$ cat config.mk
export PLATFORM = sky130hd
export DESIGN_NAME = adcf_top
export DESIGN_NICKNAME = d
export VERILOG_FILES = /design/src/verilog/adcf_pkg.sv /design/src/verilog/adcf_delay_mem.sv /design/src/verilog/adcf_coder.sv /design/src/verilog/adcf_top.sv
export VERILOG_INCLUDE_DIRS = /design/src /design/src/verilog
export SDC_FILE = /design/constraint.sdc
export NUM_CORES = 1
export LEC_CHECK = 0
export BUFFER_PORTS_ARGS = -buffer_cell sky130_fd_sc_hd__buf_2
export CELL_PAD_IN_SITES_DETAIL_PLACEMENT = 1
export CELL_PAD_IN_SITES_GLOBAL_PLACEMENT = 2
export CORE_ASPECT_RATIO = 1.5
export CORE_MARGIN = 3
export CORE_UTILIZATION = 35
export DETAILED_ROUTE_END_ITERATION = 8
export PLACE_DENSITY = 0.64
export SLEW_MARGIN = 10
export SYNTH_ARGS = -nofsm -noshare
export SYNTH_HDL_FRONTEND = slang
export SYNTH_SLANG_ARGS = --single-unit
$ cat constraint.sdc
create_clock -name pclk -period 2.9 [get_ports pclk]
set_input_delay 0.29 -clock pclk [delete_from_list [all_inputs] [get_ports pclk]]
set_output_delay 0.29 -clock pclk [all_outputs]
set_load 0.1 [all_outputs]
$ cat src/verilog/adcf_cfg.svh
`ifndef ADCF_CFG_SVH
`define ADCF_CFG_SVH

// ----------------------------------------------------------------
// word and pipeline geometry
// ----------------------------------------------------------------
`define ADCF_DATA_W      14
`define ADCF_MSB         13
`define ADCF_LATENCY     10
`define ADCF_MEM_DEPTH   9
`define ADCF_PTR_W       4
`define ADCF_CNT_W       4

// ----------------------------------------------------------------
// register byte offsets
// ----------------------------------------------------------------
`define ADCF_OFF_CTRL    8'h00
`define ADCF_OFF_STATUS  8'h04
`define ADCF_OFF_MASK    8'h08
`define ADCF_OFF_LAST    8'h0c

// ----------------------------------------------------------------
// field positions
// ----------------------------------------------------------------
`define ADCF_CTRL_TWOS   0
`define ADCF_CTRL_OEDIS  1
`define ADCF_CTRL_PD     2
`define ADCF_EVT_OVR     0
`define ADCF_EVT_RESUME  1
`define ADCF_LAST_OVR    14
`define ADCF_LAST_VALID  15

// ----------------------------------------------------------------
// reset values
// ----------------------------------------------------------------
`define ADCF_CTRL_RST    3'h0
`define ADCF_EVT_RST     2'h0

`endif

$ cat src/verilog/adcf_pkg.sv
package adcf_pkg;

    // ----------------------------------------------------------------
    // types
    // ----------------------------------------------------------------
    typedef logic [13:0] adcf_word_t;
    typedef logic [2:0]  adcf_ctrl_t;
    typedef logic [1:0]  adcf_evt_t;

    // msb inversion turns offset binary into twos complement
    function automatic adcf_word_t adcf_to_twos(input adcf_word_t ob);
        adcf_to_twos = {~ob[13], ob[12:0]};
    endfunction

endpackage

$ cat src/verilog/adcf_delay_mem.sv
`timescale 1ns/1ps
`include "adcf_cfg.svh"

// circular store, read word leaves a register one lap later
module adcf_delay_mem
    import adcf_pkg::*;
(
    input  wire logic        pclk,
    input  wire logic        presetn,
    input  wire logic [15:0] wr_data,
    output logic      [15:0] rd_data
);

    logic [15:0]             mem [0:`ADCF_MEM_DEPTH-1];
    logic [`ADCF_PTR_W-1:0]  ptr;
    wire                     ptr_wrap = (ptr == `ADCF_PTR_W'(`ADCF_MEM_DEPTH - 1));
    wire [`ADCF_PTR_W-1:0]   next_ptr = ptr_wrap ? '0 : ptr + `ADCF_PTR_W'(1);

    // ----------------------------------------------------------------
    // pointer
    // ----------------------------------------------------------------
    always_ff @(posedge pclk or negedge presetn) begin
        if (!presetn) begin
            ptr <= '0;
        end else begin
            ptr <= next_ptr;
        end
    end

    // write new word, read the oldest at the same slot
    always_ff @(posedge pclk) begin
        mem[ptr] <= wr_data;
        rd_data  <= mem[ptr];
    end

endmodule

$ cat src/verilog/adcf_coder.sv
`timescale 1ns/1ps
`include "adcf_cfg.svh"

// output coding stage and output register
module adcf_coder
    import adcf_pkg::*;
(
    input  wire logic       pclk,
    input  wire logic       presetn,
    input  wire adcf_word_t raw_word,
    input  wire logic       raw_over,
    input  wire logic       raw_valid,
    input  wire logic       twos_complement_select,
    output adcf_word_t      data_out,
    output logic            over_range_flag,
    output logic            data_valid
);

    // ----------------------------------------------------------------
    // coding selection
    // ----------------------------------------------------------------
    wire adcf_word_t offset_binary_code = raw_word;                  // RQ3
    wire adcf_word_t twos_word          = adcf_to_twos(raw_word);    // RQ2 RQ12
    wire adcf_word_t next_word          = !raw_valid ? '0 :
                                          twos_complement_select ? twos_word : offset_binary_code; // RQ1
    wire             next_over          = raw_valid & raw_over;      // RQ10

    // output register
    always_ff @(posedge pclk or negedge presetn) begin
        if (!presetn) begin
            data_out        <= '0;
            over_range_flag <= 1'b0;
            data_valid      <= 1'b0;
        end else begin
            data_out        <= next_word;       // RQ9
            over_range_flag <= next_over;       // RQ9
            data_valid      <= raw_valid;
        end
    end

endmodule

$ cat src/verilog/adcf_top.sv
`timescale 1ns/1ps
`include "adcf_cfg.svh"

// ----------------------------------------------------------------
// converter output port with apb control
// ----------------------------------------------------------------

// Contract
// RQ1: select high gives twos complement, else offset
// RQ2: twos complement is offset word, msb inverted
// RQ3: offset binary: ones top, zeros bottom
// RQ4: enable low drives outputs, high floats them
// RQ5: do not toggle output enable dynamically
// RQ6: sampling clock stays at or above 1MHz
// RQ7: fast sampling needs 50% clock duty
// RQ8: every clock captures and advances one sample
// RQ9: word and flag appear ten cycles later
// RQ10: over-range flag high beyond full scale
// RQ11: power-down discards pipeline, full latency after
// RQ12: fourteen bit word, bit 13 msb
module adcf_top
    import adcf_pkg::*;
(
    input  wire logic        pclk,
    input  wire logic        presetn,
    input  wire logic        psel,
    input  wire logic        penable,
    input  wire logic        pwrite,
    input  wire logic [7:0]  paddr,
    input  wire logic [31:0] pwdata,
    output logic      [31:0] prdata,
    output logic             pready,
    output logic             pslverr,
    input  wire adcf_word_t  core_code,
    input  wire logic        core_over,
    output adcf_word_t       data_out,
    output logic             over_range_flag,
    output logic             data_valid,
    output logic             data_oe_n,
    output logic             irq
);

    // ----------------------------------------------------------------
    // declarations
    // ----------------------------------------------------------------
    adcf_ctrl_t             ctrl;
    adcf_evt_t              status;
    adcf_evt_t              mask;
    logic [`ADCF_CNT_W-1:0] run_cnt;
    logic                   valid_q;
    logic [15:0]            mem_rd;

    // ----------------------------------------------------------------
    // bus decode
    // ----------------------------------------------------------------
    wire setup_ph  = psel & ~penable;
    wire access_ph = psel & penable;
    wire sel_ctrl  = (paddr == `ADCF_OFF_CTRL);
    wire sel_stat  = (paddr == `ADCF_OFF_STATUS);
    wire sel_mask  = (paddr == `ADCF_OFF_MASK);
    wire sel_last  = (paddr == `ADCF_OFF_LAST);
    wire sel_any   = sel_ctrl | sel_stat | sel_mask | sel_last;
    wire wr_ctrl   = access_ph & pwrite & sel_ctrl;
    wire wr_stat   = access_ph & pwrite & sel_stat;
    wire wr_mask   = access_ph & pwrite & sel_mask;

    // control fields
    wire twos_complement_select = ctrl[`ADCF_CTRL_TWOS];
    wire output_disable         = ctrl[`ADCF_CTRL_OEDIS];
    wire power_down_in          = ctrl[`ADCF_CTRL_PD];

    // read mux, sampled in the setup cycle
    wire [31:0] last_word = {16'h0000, data_valid, over_range_flag, data_out};
    wire [31:0] next_rdata = sel_ctrl ? {29'h0, ctrl} :
                             sel_stat ? {30'h0, status} :
                             sel_mask ? {30'h0, mask} :
                             sel_last ? last_word :
                             32'h0000_0000;

    // one wait-free access phase, answer ready at once
    assign pready = penable;

    // ----------------------------------------------------------------
    // bus answer registers
    // ----------------------------------------------------------------
    always_ff @(posedge pclk or negedge presetn) begin
        if (!presetn) begin
            prdata  <= 32'h0000_0000;
            pslverr <= 1'b0;
        end else if (setup_ph) begin
            prdata  <= pwrite ? 32'h0000_0000 : next_rdata;
            pslverr <= ~sel_any;
        end
    end

    // ----------------------------------------------------------------
    // control and mask registers
    // ----------------------------------------------------------------
    always_ff @(posedge pclk or negedge presetn) begin
        if (!presetn) begin
            ctrl <= `ADCF_CTRL_RST;
            mask <= `ADCF_EVT_RST;
        end else begin
            if (wr_ctrl) begin
                ctrl <= pwdata[2:0];
            end
            if (wr_mask) begin
                mask <= pwdata[1:0];
            end
        end
    end

    // ----------------------------------------------------------------
    // pipeline run counter
    // ----------------------------------------------------------------
    wire run_full   = (run_cnt >= `ADCF_CNT_W'(`ADCF_LATENCY));
    wire [`ADCF_CNT_W-1:0] next_run_cnt = power_down_in ? '0 :         // RQ11
                                          run_full ? run_cnt :
                                          run_cnt + `ADCF_CNT_W'(1);   // RQ8
    // sample leaving the store is trusted only after a clean lap
    wire raw_valid  = ~power_down_in & run_full;                      // RQ11

    always_ff @(posedge pclk or negedge presetn) begin
        if (!presetn) begin
            run_cnt <= '0;
        end else begin
            run_cnt <= next_run_cnt;
        end
    end

    // ----------------------------------------------------------------
    // conversion pipeline: capture each edge, nine stored stages
    // ----------------------------------------------------------------
    adcf_delay_mem u_mem (
        .pclk    (pclk),
        .presetn (presetn),
        .wr_data ({1'b0, core_over, core_code}),                      // RQ8
        .rd_data (mem_rd)
    );

    // coding stage adds the tenth cycle
    adcf_coder u_coder (
        .pclk                   (pclk),
        .presetn                (presetn),
        .raw_word               (mem_rd[13:0]),
        .raw_over               (mem_rd[14]),
        .raw_valid              (raw_valid),
        .twos_complement_select (twos_complement_select),
        .data_out               (data_out),
        .over_range_flag        (over_range_flag),
        .data_valid             (data_valid)
    );

    // output drivers, enable low while driving
    assign data_oe_n = output_disable;                                // RQ4

    // ----------------------------------------------------------------
    // events, sticky status, interrupt
    // ----------------------------------------------------------------
    wire       ovr_evt     = data_valid & over_range_flag;
    wire       resume_evt  = data_valid & ~valid_q;
    wire [1:0] evt_set     = {resume_evt, ovr_evt};
    wire [1:0] evt_clr     = wr_stat ? pwdata[1:0] : 2'b00;
    // set beats clear in the same cycle
    wire [1:0] next_status = (status & ~evt_clr) | evt_set;

    always_ff @(posedge pclk or negedge presetn) begin
        if (!presetn) begin
            status  <= `ADCF_EVT_RST;
            valid_q <= 1'b0;
        end else begin
            status  <= next_status;
            valid_q <= data_valid;
        end
    end

    assign irq = |(status & mask);

    // ----------------------------------------------------------------
    // checks
    // ----------------------------------------------------------------
    ob_format_a: assert property (@(posedge pclk) disable iff (!presetn) // RQ3
        data_valid && !$past(twos_complement_select) |-> data_out == $past(core_code, 11))
        else $error("offset binary word differs from captured sample");

    tc_format_a: assert property (@(posedge pclk) disable iff (!presetn) // RQ1
        data_valid && $past(twos_complement_select)
        |-> data_out[12:0] == $past(core_code[12:0], 11))
        else $error("twos complement low bits differ from sample");

    tc_msb_a: assert property (@(posedge pclk) disable iff (!presetn) // RQ2
        data_valid && $past(twos_complement_select)
        |-> data_out[13] != $past(core_code[13], 11))
        else $error("twos complement msb not inverted");

    over_flag_a: assert property (@(posedge pclk) disable iff (!presetn) // RQ10
        data_valid |-> over_range_flag == $past(core_over, 11))
        else $error("over-range flag not aligned with its word");

    oe_drive_a: assert property (@(posedge pclk) disable iff (!presetn) // RQ4
        wr_ctrl |=> data_oe_n == $past(pwdata[`ADCF_CTRL_OEDIS]))
        else $error("output enable does not follow control write");

    pd_flush_a: assert property (@(posedge pclk) disable iff (!presetn) // RQ11
        $fell(power_down_in) |-> !data_valid [*8] ##1 !data_valid ##1 !data_valid)
        else $error("data valid before full latency after power-down");

    pipe_run_a: assert property (@(posedge pclk) disable iff (!presetn) // RQ9
        (presetn && !power_down_in) [*8] ##1 (presetn && !power_down_in) [*3] |=> data_valid)
        else $error("no valid word after eleven clean cycles");

    pd_kill_a: assert property (@(posedge pclk) disable iff (!presetn) // RQ11
        power_down_in |=> !data_valid && !over_range_flag)
        else $error("output valid during power-down");

    ovr_irq_a: assert property (@(posedge pclk) disable iff (!presetn)
        ovr_evt && mask[`ADCF_EVT_OVR] && !wr_mask |=> irq && status[`ADCF_EVT_OVR])
        else $error("over-range event did not raise interrupt");

endmodule

==> run_results.csv, run 1 <==
group,metric,value,unit
yosys,synth_most_common_cell,"edfxtp_1",
placement,hpwl,10640,um
yosys,synth_edf_count,135,
yosys,yosys-top-cells-area,"edfxtp_1 (54%), dfrtp_1 (16%), mux4_2 (9.0%)",
placement,placed_area,8208,um2
placement,port_buffers,66,
clocking,cts_tree,"done",
timing,relSlewSlack,42.95,%
clocking,cts.clk_slew.worst_paths,0.07,ns
cells_and_area,syn2layout_area_growth,16.87,%
placement,gp_congestion,0.7156,
yosys,syn_inst,410,
global_routing,grt_pass1_wl,25270,um
drt,drc,0,
drt,vias_per_cell,4.988,
timing,fin_skew,0.006933,ns
timing,worst_pin_slew,0.8519,ns
timing,tns,0,ns
cells_and_area,seqCellArea,5582,um2
status,status,"finished, final reports clean",
clocking,cts_num_sinks,199,
global_routing,overflow,0,
clocking,htreeDepth,4,
run,maxCapViolCount,0,
timing,finalHoldViolCount,0,
clocking,cts_setup_buffers,0,
timing,period_share,74.82,%
yosys,synth_common_cells,"edfxtp_1 (135), dfrtp_1 (49), mux4_2 (30)",
global_routing,antenna_found_initial,0,
yosys,yosysTopAreaCell,"edfxtp_1",
yosys,async_flop_share,24.62,%
pwr,leakagePower,3.420,nW
clocking,clkLatencyLatePin,0.43,ns
drt,firstDrtPassIters,6,
timing,hold_ws,0.09756,ns
yosys,synth_top_area_share,53.85,%
cells_and_area,drive_gt1_share,31.76,%
timing,finalSetupViolCount,0,
global_routing,grtUsageTotal,14.61,%
pwr,vdd_drop_max,422.3,uV
floorplan,fp.dieArea,23340,um2
critical_path,crit_fanout,18,
yosys,ys_warn_count,0,
critical_path,startpoint_type,"flip-flop",
cells_and_area,fin_nets,563,
yosys,ys_seq_elements,199,
cells_and_area,fill_cells,2085,
clocking,post_cts_resized,0,
pwr,powerDensity,689.3,nW/um2
floorplan,initial_core_util,35.74,%
timing,fmax,0.4609,GHz
floorplan,coreArea,21060,um2
floorplan,chipHeight,185.6,um
cells_and_area,final_area,8798,um2
timing,rsz0062_at_grt,"false",
floorplan,io_pins,112,
drt,antenna_left,0,
global_routing,grt_pass1_vias,4257,
global_routing,grt_max_degree,36,
clocking,hold_buffers,1,
yosys,synth_area_per_cell,18.36,um2
floorplan,die_w,125.8,um
drt,routed_wirelength,16050,um
cells_and_area,n_antenna_cell,0,
timing,slew_viol_final,0,
clocking,clockRootBuffer,"clkbuf_16",
clocking,numCtsBuffers,17,
critical_path,worstSetupPathType,"flip-flop to flip-flop",
drt,drt-wirelength-per-cell,20.62,um
critical_path,critPathRequiredTime,3.22,ns
yosys,syn_area,7528,um2
yosys,yosys.cell_types.count,44,
critical_path,endpoint_kind,"flip-flop",
clocking,clock_path_buffers,2,
cells_and_area,multi_input_area,1732,um2
pwr,finalPower,6.065,mW
yosys,synth_seq_area_share,74.12,%
worst_hold_path,holdCritPathClass,"input port to flip-flop",
yosys,ys.flop_type,"edfxtp_1",
critical_path,crit_arrival,2.49,ns
timing,period_minus_slack,2.170,ns
drt,vias,3881,
floorplan,std_cell_rows,65,
drt,drt_iter0_markers,254,
==> kinds of logic after synthesis <==
group	share of synthesized area [%]
buffers and inverters	3.689
other	0.04981
muxes	10.29
DFF	74.12
adders and majority gates	0.9971
and+or+nand+nor	5.385
xor gates and xnor gates	0.4653
AOI/OAI and AO/OA	5.002
==> path summary, 6_finish.rpt <==
path / startpoint / end / slack (ns) / cells after the start
min in group asynchronous: presetn / ctrl[1] / 0.49 / 2
worst max register to register: u_mem.ptr[1] / u_mem.rd_data[7] / 0.73 / 4
worst min register to register: u_mem.rd_data[11] / u_coder.data_out[11] / 0.43 / 1
worst max-delay path: u_mem.ptr[1] / u_mem.rd_data[7] / 0.73 / 4
worst min-delay path: pwdata[2] / ctrl[2] / 0.1 / 2
max in group asynchronous: presetn / u_coder.data_out[7] / 1.70 / 3
==> worst max-delay path: stages (launching register included) <==
cell      delay, ns
dfrtp_2        0.76
buf_4          0.34
mux4_2         0.53
a222oi_1       0.34
inv_1          0.07
==> state kept, by name, summed over array words and instances (netlist names) <==
register,flops
ctrl,3
mask,2
prdata,16
pslverr,1
run_cnt,4
status,2
u_coder.data_out,14
u_coder.data_valid,1
u_coder.over_range_flag,1
u_mem.mem,135
u_mem.ptr,4
u_mem.rd_data,15
valid_q,1
==> where the power goes <==
part / leakage, nW / switching (mW) / internal [mW]
clock network: 0.296 / 0.997 / 1.27
logic: 1.15 / 0.522 / 0.108
registers: 1.97 / 0.0629 / 3.11
total: 3.42 / 1.58 / 4.48
==> layout by cell type, fill, tap and decap left out, types with 14 or more instances in the layout <==
cell       instances
edfxtp_1         135
buf_2             66
dfrtp_1           48
mux4_2            30
and2_1            22
inv_1             21
buf_4             21
clkbuf_16         19
a22o_1            16
conb_1            16
dfxtp_1           15
a222oi_1          14
==> per-stage QoR <==
step | util [%] | setup slack [ns] | cells
3_5_place_dp | 38.97 | 0.6641 | 745
6_report | 41.77 | 0.7303 | 778
4_1_cts | 41.77 | 0.6643 | 778
3_3_place_gp | 38.97 | 0.6482 | 745
5_1_grt | 41.77 | 0.5275 | 778
2_1_floorplan | - | 0.9580 | 425
==> layer usage <==
layer,wire length (um),GRT usage [%],vias up
li1,-,-,1739
met1,6229,16.73,2006
met2,8651,26.28,115
met3,826,3.589,21
met4,338,5.925,0
met5,0,0,-
==> layout make-up <==
cell class	instances	area share, %
sequential	199	63.44
timing repair buffer	88	5.660
clock inverter	10	0.7253
inverter	19	0.8106
tap	268	3.811
clock buffer	22	5.873
multi-input combinational	172	19.68
(Power assumes the default switching activity.)
==> inputs of run 2 (changes only) <==
- clock period: 2.9 -> 2.1 ns (I/O delays scaled with it)
==> run 2 against run 1 <==
Power is 40% higher. Maximum frequency grew 25%. Worst setup slack worse by 0.37 ns. Clock power rose by 41%. Non-clock buffer count up 11. First-iteration DRC count fell by 4.7%. Global-route usage shrank 0.20 points. Largest cell class unchanged.
==> run_results.csv, run 2 (synthesis results as in run 1) <==
group,metric,value,unit
status,status,"finished, final reports clean",
critical_path,crit_fanout,17,
pwr,power_switching,2.242,mW
pwr,leakagePower,3.490,nW
cells_and_area,n_antenna_cell,0,
timing,worst_pin_slew,0.7839,ns
run,maxCapViolCount,0,
cells_and_area,drive_gt1_share,32.25,%
cells_and_area,syn2layout_area_growth,19.53,%
floorplan,std_cell_rows,65,
drt,routed_wirelength,15910,um
critical_path,critPathLaunch,"u_mem.ptr[1]",
clocking,cts_setup_buffers,0,
worst_hold_path,hold_path_end,"mask[1]",
floorplan,die_w,125.8,um
pwr,pwr-share-comb,10.5,%
drt,vias_per_cell,5.028,
cells_and_area,final_common_cell,"edfxtp_1",
drt,antenna_left,0,
clocking,cts_tree,"done",
drt,m1WireLength,6255,um
critical_path,reg2reg_slack,0.36,ns
timing,period_share,82.63,%
clocking,clock_path_buffers,2,
timing,rsz0062_at_grt,"false",
drt,drc,0,
clocking,cts_num_sinks,199,
global_routing,overflow,0,
drt,top_layer,"met4",
timing,fin_skew,0.007757,ns
placement,hpwl,10670,um
cells_and_area,top_register,"u_mem.mem",
critical_path,crit_path_top_delay_cell,"dfrtp_2",
cells_and_area,most-common-layout-cells,"edfxtp_1 (135), buf_2 (66), dfrtp_1 (48)",
pwr,switching_share,26.49,%
timing,fmax,0.5763,GHz
global_routing,grt_max_degree,37,
clocking,htreeDepth,4,
drt,wl_met3,796,um
worst_hold_path,hold_start,"pwdata[1]",
cells_and_area,fin_nets,574,
global_routing,grt_pass1_vias,4333,
placement,gp_congestion,0.7355,
cells_and_area,instances_no_fill,789,
clocking,clockRootBuffer,"clkbuf_16",
critical_path,crit_arrival,1.86,ns
cells_and_area,top_regs,"u_mem.mem (135), prdata (16), u_mem.rd_data (15)",
timing,tns,0,ns
critical_path,worstSetupPathType,"flip-flop to flip-flop",
critical_path,startpoint_type,"flip-flop",
pwr,pwr-share-clk,37.7,%
worst_hold_path,min_path_cells,2,
pwr,finalPower,8.464,mW
drt,wl_met2,8618,um
floorplan,fp.dieArea,23340,um2
clocking,numCtsBuffers,17,
timing,finalHoldViolCount,0,
pwr,p_seq_share,51.8,%
floorplan,initial_core_util,35.74,%
critical_path,critical-path-max-stage-delay,0.44,ns
placement,port_buffers,66,
critical_path,reg2regPathDepth,5,
placement,dp.cells,755,
floorplan,io_pins,112,
timing,relSlewSlack,47.55,%
drt,drt-wirelength-per-cell,20.16,um
timing,finalSetupViolCount,0,
global_routing,grt_pass1_wl,25140,um
worst_hold_path,holdCritPathClass,"input port to flip-flop",
critical_path,critPathRequiredTime,2.23,ns
drt,drt_iter0_markers,242,
clocking,clkLatencyLatePin,0.44,ns
timing,period_minus_slack,1.735,ns
pwr,powerDensity,940.6,nW/um2
global_routing,grtUsageTotal,14.41,%
drt,firstDrtPassIters,7,
floorplan,coreArea,21060,um2
global_routing,antenna_found_initial,0,
clocking,cts.clk_slew.worst_paths,0.07,ns
critical_path,r2r-start,"u_mem.ptr[1]",
critical_path,endpoint_kind,"flip-flop",
pwr,internal-power,6.222,mW
critical_path,reg2reg_to,"u_mem.mem[8][6]",
floorplan,chipHeight,185.6,um
timing,slew_viol_final,0,
pwr,vdd_drop_max,584.0,uV
critical_path,path_cells,"buf_12 -> inv_1 -> ha_1 -> and3b_1 -> buf_4",
cells_and_area,largest_register_ffs,135,
drt,vias,3967,
-- run 2: worst max-delay path by stage --
| stage | slack (ns) | endpoint | depth (start not counted) |
|---|---|---|---|
| after global routing | 0.17 | u_coder.data_out[6] | 5 |
| after global placement | 0.34 | u_coder.data_out[7] | 5 |
| after floorplan | 0.16 | u_mem.mem[7][0] | 4 |
| after CTS | 0.30 | u_coder.data_out[1] | 5 |
| final | 0.36 | u_mem.mem[8][6] | 5 |
| after detailed placement | 0.32 | u_coder.data_out[9] | 5 |
-- run 2: area by class of cell --
cell class	count	area, um2
Tap cell	268	335.3
Fill cell	2060	12070
Clock inverter	13	142.6
Multi-Input combinational cell	172	1727
Clock buffer	19	432.9
Inverter	19	71.32
Sequential cell	199	5582
Timing Repair Buffer	99	708.2
-- run 2: what timing repair did --
| item | 4_1_cts | 5_1_grt |
|---|---|---|
| endpoints found under the hold margin | 30 | 0 |
| gates resized for setup | 0 | 0 |
| hold buffers | 2 | 0 |
-- run 2: metrics by stage --
step	util (%)	area, um2	setup WS (ns)	hold slack, ns
3_3_place_gp	39.89	8403	0.3414	0.2838
5_1_grt	42.72	8999	0.1745	0.02936
3_5_place_dp	39.89	8403	0.3160	0.3009
4_1_cts	42.72	8999	0.2989	0.02086
2_1_floorplan	-	7585	0.1580	-0.08559
6_report	42.72	8999	0.3648	0.05326
-- run 2: layer usage --
| metal | GRT usage [%] | up-vias |
|---|---|---|
| met5 | 0 | - |
| met4 | 4.809 | 0 |
| met3 | 4.106 | 18 |
| met2 | 26.68 | 115 |
| met1 | 15.90 | 2066 |
| li1 | - | 1768 |
-- run 2: power groups by stage --
stage               Clock (mW)  Combinational (mW)  Sequential (mW)
detailed placement           0               0.902             4.47
finish                    3.19               0.891             4.38
global placement             0               0.870             4.46
floorplan                    0               0.328             4.82
global route              3.46               0.957             4.39
CTS                       3.29               0.905             4.38
-- run 2: critical path, delay by kind of cell (launching register included) --
family	cells	cell delay, ns
adders and majority gates	1	0.22
and+or+nand+nor	1	0.21
buffers and inverters	3	0.54
DFF	1	0.44
==> inputs of run 3 (changes only) <==
- PLACE_DENSITY: 0.64 -> 0.67
- clock period: 2.1 -> 1.5 ns (I/O delays scaled with it)
==> run 3 against run 2 <==
The flow now finishes with violations (negative setup slack). Flip-flop and latch count is the same. Critical path depth up 1. Global-route usage up 2.1 points. Non-clock buffer count increased by 84. Count of clock-buffer cells in the layout increased by 2. Worst setup slack worse by 0.65 ns. Clock skew grew 0.0014 ns. Cell count increased by 11%. Combinational power rose by 69%. Final area grew 15%. Largest cell class unchanged. Highest routed layer unchanged.
==> run_results.csv, run 3 (synthesis results as in run 1) <==
group,metric,value,unit
worst_hold_path,holdCritPathClass,"input port to flip-flop",
cells_and_area,final_area,10340,um2
placement,placed_area,8767,um2
critical_path,critPathRequiredTime,1.81,ns
placement,dp.cells,781,
drt,firstDrtPassIters,7,
critical_path,reg2reg_slack,-0.29,ns
global_routing,grt_pass1_vias,4693,
timing,slew_viol_final,0,
global_routing,grt_pass1_wl,28360,um
timing,finalHoldViolCount,0,
timing,finalSetupViolCount,125,
worst_hold_path,hold_path_end,"u_mem.mem[3][1]",
critical_path,critical-path-max-stage-delay,0.48,ns
floorplan,chipHeight,185.6,um
status,violations,"negative setup slack",
cells_and_area,most-common-layout-cells,"edfxtp_1 (135), buf_2 (64), dfrtp_1 (46)",
floorplan,initial_core_util,35.74,%
placement,port_buffers,66,
pwr,vdd_drop_max,832.9,uV
worst_hold_path,min_path_cells,1,
timing,period_minus_slack,1.790,ns
timing,fin_ws,-0.2901,ns
cells_and_area,utilization,49.11,%
placement,gp_congestion,0.7972,
drt,drt-wirelength-per-cell,21.42,um
timing,rsz0062_at_grt,"true",
worst_hold_path,hold_start,"core_code[1]",
timing,fin_skew,0.009145,ns
floorplan,std_cell_rows,65,
critical_path,reg2regPathDepth,6,
clocking,clkLatencyLatePin,0.44,ns
floorplan,coreArea,21060,um2
pwr,powerDensity,1172,nW/um2
drt,drt_iter0_markers,307,
floorplan,fp.dieArea,23340,um2
cells_and_area,top_regs,"u_mem.mem (135), prdata (16), u_mem.rd_data (15)",
critical_path,path_cells,"buf_6 -> clkbuf_16 -> buf_6 -> mux4_2 -> a222oi_1 -> inv_1",
cells_and_area,largest_register_ffs,135,
critical_path,path_delay_family,"buffers and inverters",
global_routing,grtUsageTotal,16.47,%
timing,hold_ws,0.01479,ns
critical_path,crit_top_cell,"buf_6",
critical_path,worstSetupPathType,"flip-flop to flip-flop",
global_routing,grt_max_degree,50,
cells_and_area,final_common_cell,"edfxtp_1",
timing,period_share,119.3,%
global_routing,overflow,0,
drt,routed_wirelength,18700,um
clocking,cts.clk_slew.worst_paths,0.07,ns
drt,antenna_left,0,
clocking,cts_num_sinks,199,
cells_and_area,drive_gt1_share,43.80,%
global_routing,antenna_found_initial,0,
clocking,cts_tree,"done",
clocking,clock_path_buffers,2,
cells_and_area,instances_no_fill,873,
critical_path,reg2reg_to,"u_mem.rd_data[5]",
cells_and_area,fill_cells,2015,
critical_path,crit_path_top_delay_cell,"mux4_2",
critical_path,endpoint_kind,"flip-flop",
drt,vias,4360,
status,status,"finished, violations left",
clocking,numCtsBuffers,17,
cells_and_area,fin_nets,658,
critical_path,crit_arrival,2.10,ns
critical_path,startpoint_type,"flip-flop",
cells_and_area,top_register,"u_mem.mem",
pwr,leakagePower,4.124,nW
clocking,htreeDepth,4,
critical_path,crit_buf_inv,4,
placement,hpwl,11610,um
cells_and_area,syn2layout_area_growth,37.39,%
cells_and_area,n_antenna_cell,0,
critical_path,crit_fanout,5,
critical_path,r2r-start,"u_mem.ptr[1]",
floorplan,die_w,125.8,um
clocking,clockRootBuffer,"clkbuf_16",
pwr,finalPower,12.12,mW
timing,tns,-17.28,ns
drt,drc,0,
placement,pre_cts_slack,-0.2214,ns
timing,fmax,0.5586,GHz
drt,vias_per_cell,4.994,
run,maxCapViolCount,0,
floorplan,io_pins,112,
[run 3: how the worst max path moves through the flow]
stage	from	endpoint	cells past startpoint
6_report	u_mem.ptr[1]	u_mem.rd_data[5]	6
5_1_grt	u_mem.ptr[1]	u_mem.rd_data[5]	6
4_1_cts	u_mem.ptr[1]	u_mem.rd_data[4]	4
3_5_place_dp	run_cnt[0]	u_coder.over_range_flag	5
3_3_place_gp	u_mem.ptr[1]	u_mem.rd_data[5]	4
2_1_floorplan	u_mem.ptr[0]	u_mem.rd_data[13]	4
[run 3: where the power goes]
group	internal (mW)	leakage [nW]	switching (mW)
Sequential	6.02	1.97	0.117
Clock	2.47	0.289	2.00
Combinational	0.342	1.86	1.17
[run 3: metal layers]
| layer | global-route usage [%] | share of wire, % | up-vias |
|---|---|---|---|
| met5 | 0 | 0 | - |
| met4 | 6.655 | 2.7 | 0 |
| met3 | 4.163 | 4.5 | 29 |
| met2 | 30.26 | 56 | 135 |
| met1 | 18.23 | 37 | 2254 |
| li1 | - | - | 1942 |
[run 3: timing repair]
action / 4_1_cts / 5_1_grt
endpoints found under the setup margin: 168 / 167
buffers inserted: 27 / 15
hold buffers: 13 / 0
gates cloned: 8 / 2
pin swaps: 8 / 9
hold endpoints to repair: 135 / 0
gates resized for setup: 44 / 17
[run 3: layout make-up]
cell class / instances / area [um2] / share of cell area (%)
flip-flops and latches: 199 / 5584 / 53.99
repair buffers: 183 / 1922 / 18.58
multi-input cells: 172 / 1837 / 17.76
clock buffers: 21 / 471.7 / 4.560
well taps: 268 / 335.3 / 3.242
clock inverters: 11 / 112.6 / 1.089
inverters: 19 / 81.33 / 0.7863
